--- src/rtl/vc_resource_consts.vh ---
// Purpose: constants for the channel resource register slice
// Assumes: 32-bit AXI4-Lite register bus, byte addresses
// Notes: reset values depending on the extended channel count strap
`ifndef VC_RESOURCE_CONSTS_VH
`define VC_RESOURCE_CONSTS_VH

`define OFS_CH0_STATUS 12'h158
`define OFS_CH1_CAP 12'h15c
`define OFS_CH1_CTRL 12'h160
`define OFS_TABLE_PORT 12'h170
`define OFS_MGMT_CTRL 12'h174
`define OFS_MGMT_DEFAULTS 12'h178

`define BIT_TABLE_STATUS 16
`define BIT_NEG_PENDING 17
`define BIT_LOAD_TABLE 16
`define BIT_CH_ENABLE 31
`define BIT_MGMT_LOAD 0
`define BIT_MGMT_NEG_DONE 1

`define CAP_ARB_CH_OFF 8'h00
`define CAP_ARB_CH_ON 8'h19
`define CAP_SLOTS_CH_OFF 7'h00
`define CAP_SLOTS_CH_ON 7'h7f
`define CAP_TBL_OFS_OFF 8'h00
`define CAP_TBL_OFS_ON 8'h08
`define CHAN_ID_OFF 3'h0
`define CHAN_ID_ON 3'h1
`define TC_MAP_RESET 8'h00
`define ARB_SEL_FIXED 3'h0
`define ARB_SEL_WRR 3'h3
`define ARB_SEL_TIME_WRR 3'h4

`define LOAD_CYCLES 8'h40

`define RESP_OKAY 2'h0
`define RESP_SLVERR 2'h2

`endif

--- src/rtl/vc_resource_registers.v ---
// Purpose: second channel resource registers and first channel status
// Assumes: AXI4-Lite slave, one clock, synchronous active low reset
// Notes: strap is the low bits of the extended channel count register
//
// Notes on behaviour
// - any write of a port arbitration table entry sets the table status
// - table status clears when the table copy into the arbiter finishes
// - negotiation pending reads high while negotiating, reset zero
// - arbitration capability resets 00h or 19h by channel count strap
// - round robin, weighted and time weighted; time scheme on channel one
// - max time slots resets 00h or 7Fh, management may override
// - table offset in sixteen byte units resets 00h or 08h
// - packet switching and reject snoop flags always read zero
// - each map bit n routes traffic class n to this channel
// - map bit 0 of channel one is read only zero
// - traffic class map resets 00h, management may replace it
// - writing one to load bit applies the table; reads zero
// - arbitration select accepts 000b, 011b, 100b, else 000b
// - channel identifier resets 0 or 1 by channel count strap
// - control bit 31 enables channel one, resets zero
//
// The AXI4-Lite interface to the registers was decided locally.
`timescale 1ns/100ps
`include "vc_resource_consts.vh"

module vc_resource_registers (
  input wire aclk,
  input wire aresetn,
  input wire [11:0] s_axi_awaddr,
  input wire [2:0] s_axi_awprot,
  input wire s_axi_awvalid,
  output wire s_axi_awready,
  input wire [31:0] s_axi_wdata,
  input wire [3:0] s_axi_wstrb,
  input wire s_axi_wvalid,
  output wire s_axi_wready,
  output reg [1:0] s_axi_bresp,
  output reg s_axi_bvalid,
  input wire s_axi_bready,
  input wire [11:0] s_axi_araddr,
  input wire [2:0] s_axi_arprot,
  input wire s_axi_arvalid,
  output wire s_axi_arready,
  output reg [31:0] s_axi_rdata,
  output reg [1:0] s_axi_rresp,
  output reg s_axi_rvalid,
  input wire s_axi_rready,
  input wire [2:0] ext_channel_count,
  input wire negotiation_pending,
  input wire arb_table_written,
  output reg [7:0] traffic_class_channel_map,
  output reg [2:0] port_arb_select,
  output reg [2:0] channel_identifier,
  output reg channel_enable,
  output reg table_load_active,
  output reg [7:0] arb_capability,
  output reg [6:0] max_time_slots,
  output reg [7:0] table_offset
);

  localparam ST_IDLE = 2'b01;
  localparam ST_LOAD = 2'b10;

  reg [1:0] state_r;
  reg [7:0] load_cnt_r;
  reg table_status_r;
  reg neg_s1_r;
  reg neg_s2_r;
  reg neg_s3_r;
  reg neg_pending_r;
  reg strap_taken_r;
  reg [11:0] awaddr_r;
  reg aw_held_r;
  reg [31:0] wdata_r;
  reg [3:0] wstrb_r;
  reg w_held_r;
  reg [31:0] ctrl_rd;
  reg [31:0] cap_rd;
  reg [31:0] rd_word;
  reg rd_hit;
  reg wr_hit;
  wire strap_on;
  wire do_write;
  wire load_req;
  wire load_done;
  wire [31:0] wd;
  wire [11:0] aw_word;
  wire [11:0] ar_word;

  // merge byte enables into old register value
  function [31:0] merge;
    input [31:0] old;
    input [31:0] nw;
    input [3:0] strb;
    integer i;
    begin
      merge = old;
      for (i = 0; i < 4; i = i + 1)
        if (strb[i])
          merge[i*8 +: 8] = nw[i*8 +: 8];
    end
  endfunction

  function [2:0] legal_sel;
    input [2:0] v;
    begin
      if (v == `ARB_SEL_WRR || v == `ARB_SEL_TIME_WRR)
        legal_sel = v;
      else
        legal_sel = `ARB_SEL_FIXED;
    end
  endfunction

  assign strap_on = (ext_channel_count == 3'h1);
  assign aw_word = {awaddr_r[11:2], 2'b00};
  assign ar_word = {s_axi_araddr[11:2], 2'b00};
  assign s_axi_awready = !aw_held_r && !s_axi_bvalid;
  assign s_axi_wready = !w_held_r && !s_axi_bvalid;
  assign s_axi_arready = !s_axi_rvalid;
  assign do_write = aw_held_r && w_held_r && !s_axi_bvalid;
  assign wd = merge(ctrl_rd, wdata_r, wstrb_r);
  assign load_req = do_write && aw_word == `OFS_CH1_CTRL
    && wstrb_r[2] && wdata_r[`BIT_LOAD_TABLE];
  assign load_done = (state_r == ST_LOAD) && (load_cnt_r == 8'h01);

  // write channel capture
  always @(posedge aclk)
  begin
    if (!aresetn)
    begin
      aw_held_r <= 1'b0;
      w_held_r <= 1'b0;
      awaddr_r <= 12'h000;
      wdata_r <= 32'h0000_0000;
      wstrb_r <= 4'h0;
      s_axi_bvalid <= 1'b0;
      s_axi_bresp <= `RESP_OKAY;
    end
    else
    begin
      if (s_axi_awvalid && s_axi_awready)
      begin
        aw_held_r <= 1'b1;
        awaddr_r <= s_axi_awaddr;
      end
      if (s_axi_wvalid && s_axi_wready)
      begin
        w_held_r <= 1'b1;
        wdata_r <= s_axi_wdata;
        wstrb_r <= s_axi_wstrb;
      end
      if (do_write)
      begin
        aw_held_r <= 1'b0;
        w_held_r <= 1'b0;
        s_axi_bvalid <= 1'b1;
        s_axi_bresp <= wr_hit ? `RESP_OKAY : `RESP_SLVERR;
      end
      else if (s_axi_bvalid && s_axi_bready)
        s_axi_bvalid <= 1'b0;
    end
  end

  always @*
  begin
    case (aw_word)
      `OFS_CH0_STATUS: wr_hit = 1'b1;
      `OFS_CH1_CAP: wr_hit = 1'b1;
      `OFS_CH1_CTRL: wr_hit = 1'b1;
      `OFS_MGMT_DEFAULTS: wr_hit = 1'b1;
      default: wr_hit = 1'b0;
    endcase
  end

  // control register fields
  always @(posedge aclk)
  begin
    if (!aresetn)
    begin
      strap_taken_r <= 1'b0;
      traffic_class_channel_map <= `TC_MAP_RESET;
      port_arb_select <= `ARB_SEL_FIXED;
      channel_identifier <= `CHAN_ID_OFF;
      channel_enable <= 1'b0;
      arb_capability <= `CAP_ARB_CH_OFF;
      max_time_slots <= `CAP_SLOTS_CH_OFF;
      table_offset <= `CAP_TBL_OFS_OFF;
    end
    else if (!strap_taken_r)
    begin
      strap_taken_r <= 1'b1;
      arb_capability <= strap_on ? `CAP_ARB_CH_ON : `CAP_ARB_CH_OFF;
      max_time_slots <= strap_on ? `CAP_SLOTS_CH_ON : `CAP_SLOTS_CH_OFF;
      table_offset <= strap_on ? `CAP_TBL_OFS_ON : `CAP_TBL_OFS_OFF;
      channel_identifier <= strap_on ? `CHAN_ID_ON : `CHAN_ID_OFF;
    end
    else if (do_write && aw_word == `OFS_CH1_CTRL)
    begin
      // map write, bit 0 forced zero
      traffic_class_channel_map <= {wd[7:1], 1'b0};
      port_arb_select <= legal_sel(wd[19:17]);
      channel_identifier <= wd[26:24];
      channel_enable <= wd[`BIT_CH_ENABLE];
    end
    else if (do_write && aw_word == `OFS_MGMT_DEFAULTS)
    begin
      if (wstrb_r[0])
        traffic_class_channel_map <= {wdata_r[7:1], 1'b0};
      if (wstrb_r[2])
        max_time_slots <= wdata_r[22:16];
    end
  end

  // table load sequencer
  always @(posedge aclk)
  begin
    if (!aresetn)
    begin
      state_r <= ST_IDLE;
      load_cnt_r <= 8'h00;
      table_load_active <= 1'b0;
    end
    else
    begin
      case (state_r)
        ST_IDLE:
        begin
          if (load_req)
          begin
            state_r <= ST_LOAD;
            load_cnt_r <= `LOAD_CYCLES;
            table_load_active <= 1'b1;
          end
        end
        ST_LOAD:
        begin
          load_cnt_r <= load_cnt_r - 8'h01;
          if (load_done)
          begin
            state_r <= ST_IDLE;
            table_load_active <= 1'b0;
          end
        end
        default:
        begin
          state_r <= ST_IDLE;
          table_load_active <= 1'b0;
        end
      endcase
    end
  end

  // status flags
  always @(posedge aclk)
  begin
    if (!aresetn)
    begin
      table_status_r <= 1'b0;
      neg_s1_r <= 1'b0;
      neg_s2_r <= 1'b0;
      neg_s3_r <= 1'b0;
      neg_pending_r <= 1'b0;
    end
    else
    begin
      // set on table write wins over clear
      if (arb_table_written)
        table_status_r <= 1'b1;
      else if (load_done)
        table_status_r <= 1'b0;
      neg_s1_r <= negotiation_pending;
      neg_s2_r <= neg_s1_r;
      neg_s3_r <= neg_s2_r;
      if (neg_s2_r == neg_s3_r)
        neg_pending_r <= neg_s3_r;
    end
  end

  always @*
  begin
    cap_rd = 32'h0000_0000;
    cap_rd[7:0] = arb_capability;
    // flags 14 and 15 stay zero
    cap_rd[22:16] = max_time_slots;
    cap_rd[31:24] = table_offset;
    ctrl_rd = 32'h0000_0000;
    ctrl_rd[7:0] = traffic_class_channel_map;
    ctrl_rd[19:17] = port_arb_select;
    ctrl_rd[26:24] = channel_identifier;
    ctrl_rd[`BIT_CH_ENABLE] = channel_enable;
  end

  always @*
  begin
    rd_word = 32'h0000_0000;
    rd_hit = 1'b1;
    case (ar_word)
      `OFS_CH0_STATUS:
      begin
        rd_word[`BIT_TABLE_STATUS] = table_status_r;
        rd_word[`BIT_NEG_PENDING] = neg_pending_r;
      end
      `OFS_CH1_CAP: rd_word = cap_rd;
      `OFS_CH1_CTRL: rd_word = ctrl_rd;
      `OFS_MGMT_CTRL: rd_word[0] = table_load_active;
      `OFS_MGMT_DEFAULTS: rd_word = {9'h000, max_time_slots,
        8'h00, traffic_class_channel_map};
      default: rd_hit = 1'b0;
    endcase
  end

  // read channel
  always @(posedge aclk)
  begin
    if (!aresetn)
    begin
      s_axi_rvalid <= 1'b0;
      s_axi_rdata <= 32'h0000_0000;
      s_axi_rresp <= `RESP_OKAY;
    end
    else if (s_axi_arvalid && s_axi_arready)
    begin
      s_axi_rvalid <= 1'b1;
      s_axi_rdata <= rd_word;
      s_axi_rresp <= rd_hit ? `RESP_OKAY : `RESP_SLVERR;
    end
    else if (s_axi_rvalid && s_axi_rready)
      s_axi_rvalid <= 1'b0;
  end

endmodule // vc_resource_registers
--- config.mk ---
export PLATFORM = sky130hd
export DESIGN_NAME = vc_resource_registers
export DESIGN_NICKNAME = d
export VERILOG_FILES = /design/src/rtl/vc_resource_registers.v
export VERILOG_INCLUDE_DIRS = /design/src /design/src/rtl
export SDC_FILE = /design/constraint.sdc
export NUM_CORES = 1
export LEC_CHECK = 0
export BUFFER_PORTS_ARGS = -buffer_cell sky130_fd_sc_hd__buf_2
export CAP_MARGIN = 25
export CORE_MARGIN = 4
export CORE_UTILIZATION = 30
export CTS_BUF_LIST = sky130_fd_sc_hd__clkbuf_8
export DETAILED_ROUTE_END_ITERATION = 7
export GPL_ROUTABILITY_DRIVEN = 0
export PLACE_DENSITY = 0.63
export SYNTH_ARGS = -nofsm -noshare
export SYNTH_HDL_FRONTEND = slang
export SYNTH_SLANG_ARGS = --single-unit
--- constraint.sdc ---
create_clock -name aclk -period 2.1 [get_ports aclk]
set_clock_uncertainty 0.05 [all_clocks]
set_input_delay 0.105 -clock aclk [delete_from_list [all_inputs] [get_ports aclk]]
set_output_delay 0.105 -clock aclk [all_outputs]
set_load 0.01 [all_outputs]
* Word-level counts from Yosys, hierarchy flattened *
Cells that the tools add are included.

storage, ports and cells
  bits in registers = 143
  bits of input ports = 78
  output and inout port bits = 80
  word-level logic and storage cells = 131

operators by class
  add/subtract/negate cells = 1
  equal/unequal tests = 25
  muxes and demuxes = 39
  bitwise logic cells = 1
  reduce and logical (&&, ||, !) cells = 38

operator list
  kind                                                                count
  10-bit by 7-bit == test with 1-bit output, second input constant    9
  14-bit case mux with 3 select lines                                 1
  8-bit 2-to-1 mux                                                    5
  7-bit 2-to-1 mux                                                    5
  8-bit case mux with 2 select lines                                  1
  1-bit logical AND                                                   14
  7-bit case mux with 2 select lines                                  1
  3-bit 2-to-1 mux                                                    4
  2-bit nonzero test                                                  6
  1-bit 2-to-1 mux                                                    11
  2-bit != test, second input constant                                5
  3-bit AND reduction                                                 3
  8-bit by 1-bit == test with 1-bit output, second input constant     1
  2-bit 2-to-1 mux                                                    4
  4-bit 2-to-1 mux                                                    2
  2-bit by 1-bit != test with 1-bit output, second input constant     4
  2-bit AND reduction                                                 4
  8-bit by 1-bit subtractor with 8-bit output, second input constant  1
  2-bit case mux with 3 select lines                                  1
  2-bit OR reduction                                                  3
  5-bit 2-to-1 mux                                                    1
  5-bit OR reduction                                                  1
  1-bit zero test                                                     4
  2-bit case mux with 2 select lines                                  1
  other kinds (12)                                                    12

* Depth between registers and ports, before layout *
Gate-level depths: netlist of the first run.

  word-level depth = 7
  mapped depth = 5
  depth with buffers taken out = 5

* Worst setup path before layout of the first run *
OpenSTA, ideal clock, no wires.

  kind = reg-to-reg
  from = register load_cnt_r[2]
  to = register table_status_r
  setup time = 115 ps
  arrival time = 1470 ps
  data required time = 1935 ps
  setup slack = 465 ps
  cell stages (with the launch flop) = 5
  buffers on the path = 0
  period minus slack after synthesis = 1635 ps
  path through = dfxtp_1 > or4_1 > nor4b_2 > a21boi_0 > o21a_1

on the way
  cells in the longest elaborated chain, start to end = 3

ends and longest elaborated chain
  element                                   RTL line                     text
  start, declared                           vc_resource_registers.v:65   reg [7:0] load_cnt_r;
  start signal, assigned                    vc_resource_registers.v:231  load_cnt_r <= `LOAD_CYCLES;
  start signal, assigned                    vc_resource_registers.v:237  load_cnt_r <= load_cnt_r - 8'h01;
  8-bit by 1-bit == test with 1-bit output  vc_resource_registers.v:124  assign load_done = (state_r == ST_LOAD) && (load_cnt_r == 8'h01);
  1-bit logical AND                         vc_resource_registers.v:124
  2-bit nonzero test (no source line)       n/a
  end signal, assigned                      vc_resource_registers.v:258  table_status_r <= 1'b0;
  end signal, assigned                      vc_resource_registers.v:268  table_status_r <= 1'b1;
  end signal, assigned                      vc_resource_registers.v:270  table_status_r <= 1'b0;
  end, declared                             vc_resource_registers.v:66   reg table_status_r;

Every way passes these cells.
A chain may end at the register's enable or synchronous reset.

* Worst setup path in the final report of the first run *
Ends and elaborated chain as after synthesis.

==> results of run 1 <==
## registers in the layout, summed over array words and instances (netlist names), 3 cells and up
register                   count
wstrb_r                        3
awaddr_r                      10
s_axi_rdata                   20
wdata_r                       18
max_time_slots                 7
traffic_class_channel_map      7
load_cnt_r                     8
port_arb_select                3
channel_identifier             3
## layout make-up
class                           count  area share, %
Tap cell                          176           4.13
Multi-Input combinational cell    358           37.5
Clock inverter                      7           1.50
Clock buffer                        9           2.32
Timing Repair Buffer              151           18.3
Inverter                            9          0.633
Sequential cell                    95           35.6
## metal layers
metal / wire [um] / track usage [%] / vias up
met5: 0 / 0 / -
li1: - / - / 1951
met4: 127 / 3.66 / 0
met1: 5280 / 18.2 / 1793
met2: 5620 / 24.2 / 108
met3: 567 / 3.39 / 12
## power groups by stage
| stage | Sequential [mW] | Clock [mW] | Combinational (mW) |
|---|---|---|---|
| floorplan | 1.96 | 0 | 0.276 |
| global placement | 1.96 | 0 | 0.381 |
| detailed placement | 1.97 | 0 | 0.388 |
| CTS | 1.93 | 1.29 | 0.442 |
| global route | 1.94 | 1.36 | 0.493 |
| finish | 1.93 | 1.26 | 0.441 |
## critical path: cells and delay by family (launching register included)
family | cells | cell delay (ns)
AO/OA/AOI/OAI | 2 | 0.33
flip-flops | 1 | 0.38
AND/OR/NAND/NOR | 2 | 0.93
## worst paths after layout
kind | start | endpoint | slack, ns | cells after the start
setup / recovery | load_cnt_r[2] | table_status_r | 0.33 | 4
hold / removal | aresetn | strap_taken_r | 0.1 | 2
setup reg to reg | load_cnt_r[2] | table_status_r | 0.33 | 4
hold reg to reg | s_axi_rdata[31] | s_axi_rdata[31] | 0.41 | 2
## metrics by stage
stage                     worst slack (ns)  hold slack, ns  area [um2]  std cells  util [%]
after detailed placement             0.334           0.254        4760        752      35.5
after global placement               0.359           0.246        4760        752      35.5
after CTS                            0.318          0.0870        5340        805      39.8
after global routing                 0.229          0.0850        5340        805      39.8
after floorplan                      0.465          0.0827        4260        517         -
final                                0.326          0.0972        5340        805      39.8
## cells in the final DEF, fill, tap and decap left out, types with 4 or more instances in the layout
master	n
buf_2	105
dfxtp_1	95
nand2_1	83
a21oi_1	70
dlygate4sd3_1	37
conb_1	27
nand3_1	26
o21ai_0	20
nor2_1	18
inv_1	9
clkbuf_8	9
a21o_1	8
buf_4	8
nand4_1	7
nor3_1	7
o21a_1	7
a22o_1	6
nor2b_1	5
and4b_1	4
a31oi_1	4
and2_1	4
## logic make-up after synthesis
kind of cell / count (synthesis) / synth area share, %
XOR/XNOR: 4 / 0.843
buffers and inverters: 64 / 8.51
other: 1 / 0.0902
flip-flops: 95 / 45.7
adder cells (fa/ha/maj): 2 / 0.602
AO/OA/AOI/OAI: 137 / 19.7
multiplexers: 2 / 0.481
AND/OR/NAND/NOR: 186 / 24.0
==> results.json, run 1 <==
{
  "antenna_found_initial": 0,
  "cts_tree": "done",
  "setup_tns_ns": 0,
  "p_sw_share_pct": 27.6,
  "drc": 0,
  "layout.area.seq_um2": 1900,
  "grtUsageTotal_pct": 14.2,
  "worstPathMaxFanout": 6,
  "grt_pass1_vias": 3607,
  "dr.first_iter.drc_count": 160,
  "place.detailed.hpwl_um": 8710,
  "hold_violations": 0,
  "synth_ff_type": "dfxtp_1",
  "synth.avg_cell_area_um2": 8.47,
  "clock-root-buffer": "clkbuf_8",
  "cts_sinks": 95,
  "clkTransAtPathRegs_ns": 0.10,
  "yosysTopAreaCellShare_pct": 45.7,
  "fillerInstances": 1354,
  "drive_gt1_share_pct": 22.6,
  "tightest_slew_ns": 0.612,
  "synth_seq_area_share_pct": 45.7,
  "ys_seq_elements": 95,
  "cp_slowest_stage_delay_ns": 0.60,
  "setup_viol": 0,
  "start_kind": "flop",
  "rsz0062_at_grt": "false",
  "critPathSlowestCell": "or4_1",
  "avgViaCountPerCell": 4.80,
  "cts_repair_resize_count": 0,
  "clock_power_share_pct": 34.8,
  "ant_nets": 0,
  "clk_latency_ns": 0.37,
  "powerDensity_nw_per_um2": 681,
  "dieArea_um2": 15800,
  "outcome": "completed",
  "p_leak_nw": 2.22,
  "path_cells": "or4_1, nor4b_2, a21boi_0, o21a_1",
  "drt_wl_total_um": 11600,
  "combPwrFrac_pct": 12.1,
  "synth_area_leaders": "dfxtp_1, a21oi_1, nand2_1",
  "postSynthCellCount": 491,
  "grt_max_degree": 49,
  "p_sw_mw": 1.00,
  "ioPinCount": 158,
  "die_y_um": 126,
  "wl_per_cell_um": 14.4,
  "cp-end-kind": "flop",
  "htree_levels": 3,
  "rows": 42,
  "synth.most_common_cell": "dfxtp_1",
  "power.total_mw": 3.63,
  "cts_hold_buf": 37,
  "p_int_mw": 2.63,
  "port_buffers": 105,
  "num_vias": 3864,
  "numCtsBuffers": 9,
  "grt_pass1_wl_um": 18400,
  "core_area_um2": 13400,
  "grt.overflow.total": 0,
  "vdd_drop_max_v": 0.000382,
  "layout_min_cycle_time_ns": 1.77,
  "num_antenna_cells": 0,
  "drv_slew": 0,
  "max_freq_ghz": 0.564,
  "synth_top_cell_by_area": "dfxtp_1",
  "maxCapViolations": 0,
  "area_growth_pct": 28.3,
  "start_util_pct": 31.0,
  "max_slew_margin_pct": 59.1,
  "critPathRequiredTime_ns": 2.32,
  "min_path_type": "input port to flop",
  "layout.nets": 704,
  "dieWidth_um": 126,
  "multi_input_area_um2": 2000,
  "synth_cell_types": 56,
  "synth_edf_count": 0,
  "power_frac_seq_pct": 53.0,
  "post-route-period-util_pct": 84.5,
  "syn_area_um2": 4160,
  "ys_warn_count": 0,
  "cp.arrival_ns": 1.99,
  "async_reset_ff_share_pct": 0,
  "synth_common_cells": "dfxtp_1, nand2_1, a21oi_1, buf_4, nand3_1",
  "clockBufferDepth": 2,
  "post_cts_buffers": 0,
  "crit_type": "flop to flop",
  "firstDrtPassIters": 5
}
Note: power is estimated with default switching activity, not from simulation.
==> run 2: changes to the inputs <==
Clock period 2.1 ns to 1.65 ns, I/O delays scaled along.
==> results.json, run 2 (synthesized netlist as in run 1, its figures left out) <==
{
  "outcome": "completed",
  "critPathRequiredTime_ns": 1.91,
  "num_antenna_cells": 0,
  "critPathLaunch": "load_cnt_r[2]",
  "max_freq_ghz": 0.619,
  "maxCapViolations": 0,
  "clk_latency_ns": 0.37,
  "post-route-period-util_pct": 97.9,
  "layout.nets": 728,
  "place.detailed.hpwl_um": 8830,
  "grtUsageTotal_pct": 14.7,
  "min_path_type": "input port to flop",
  "final_common_cell": "buf_2",
  "dieWidth_um": 126,
  "crit_type": "flop to flop",
  "ioPinCount": 158,
  "dpl.cell_count": 771,
  "start_util_pct": 31.0,
  "path_cells": "or4_4, buf_4, nor4_2, o21ai_0, a31oi_1",
  "cp_slowest_stage_delay_ns": 0.55,
  "worstPathMaxFanout": 2,
  "drt_wl_total_um": 12100,
  "largest_register_ffs": 20,
  "dieArea_um2": 15800,
  "vdd_drop_max_v": 0.000365,
  "cts_sinks": 95,
  "grt_max_degree": 64,
  "start_kind": "flop",
  "core_area_um2": 13400,
  "finalNonFillerCells": 828,
  "cp-end-kind": "flop",
  "wl_per_cell_um": 14.6,
  "firstDrtPassIters": 5,
  "cp.arrival_ns": 1.87,
  "antenna_found_initial": 0,
  "clock-root-buffer": "clkbuf_8",
  "largest-register": "s_axi_rdata",
  "htree_levels": 3,
  "drc": 0,
  "hp-start": "s_axi_araddr[4]",
  "hold_violations": 0,
  "setup_viol": 0,
  "avgViaCountPerCell": 4.85,
  "grt.overflow.total": 0,
  "final_cell_mix": "buf_2, dfxtp_1, nand2_1",
  "ant_nets": 0,
  "p_leak_nw": 2.34,
  "numCtsBuffers": 9,
  "drive_gt1_share_pct": 25.9,
  "clockBufferDepth": 2,
  "layout_min_cycle_time_ns": 1.62,
  "worstReg2RegStart": "load_cnt_r[2]",
  "clkTransAtPathRegs_ns": 0.09,
  "area_growth_pct": 33.4,
  "num_vias": 4016,
  "dr.first_iter.drc_count": 198,
  "power.total_mw": 4.57,
  "powerDensity_nw_per_um2": 824,
  "drv_slew": 0,
  "postLayoutCellArea_um2": 5550,
  "critPathSlowestCell": "or4_4",
  "rows": 42,
  "reg_top3": "s_axi_rdata x20, wdata_r x18, awaddr_r x10",
  "grt_pass1_vias": 3910,
  "port_buffers": 105,
  "cts_tree": "done",
  "die_y_um": 126,
  "grt_pass1_wl_um": 19000,
  "place_area_um2": 4900
}
[run 2: cell types whose count changed in the layout (fill, tap and decap cells not counted), sizes merged]
cell	change
clkinv	-1
clkbuf	+1
inv	-2
dlygate4sd3	+1
clkinvlp	+2
buf	+22
[run 2: worst paths after layout]
check,end,slack [ns],depth (start not counted)
hold reg to reg,s_axi_rdata[24],0.40,2
setup reg to reg,load_cnt_r[7],0.03,5
hold / removal,s_axi_rresp[1],0.05,4
setup / recovery,load_cnt_r[7],0.03,5
[run 2: report_power, final]
group,leakage (nW),switching [mW],internal (mW)
combinational,1.47,0.337,0.273
sequential,0.774,0.0632,2.38
clock,0.0929,0.828,0.690
[run 2: what timing repair did]
item / in CTS / in global routing
hold buffers: 38 / 0
gates cloned: 0 / 1
hold endpoints to repair: 38 / 0
setup endpoints to repair: 3 / 13
resized for setup: 3 / 4
buffers inserted: 0 / 3
pin swaps: 1 / 3
[run 2: per-layer routing]
metal	global-route usage, %	up-vias	wire length, um
li1	-	1994	-
met1	18.2	1893	5280
met2	25.2	114	5840
met3	2.96	15	690
met4	5.62	0	244
met5	0	-	0
[run 2: metrics by stage]
stage	TNS (ns)	hold slack [ns]	utilization [%]	setup WS, ns
floorplan	0	0.0602	-	0.0154
global placement	0	0.224	36.6	0.0270
detailed placement	-0.0473	0.231	36.6	-0.0186
CTS	-0.000260	0.0351	40.9	-0.000260
global route	-0.0546	0.0654	41.4	-0.0313
finish	0	0.0536	41.4	0.0345
[run 2: final cells by class]
class | count | area, um2
multi-input combinational | 358 | 2030
clock buffer | 9 | 124
tap | 176 | 220
fill | 1346 | 7850
clock inverter | 6 | 62.6
inverter | 9 | 33.8
timing repair buffer | 175 | 1180
sequential | 95 | 1900
[run 2: critical path: cells and delay by family (launching register included)]
| family | cells | cell delay, ns |
|---|---|---|
| AND/OR/NAND/NOR | 2 | 0.76 |
| flip-flops | 1 | 0.33 |
| AO/OA/AOI/OAI | 2 | 0.25 |
| buffers and inverters | 1 | 0.16 |
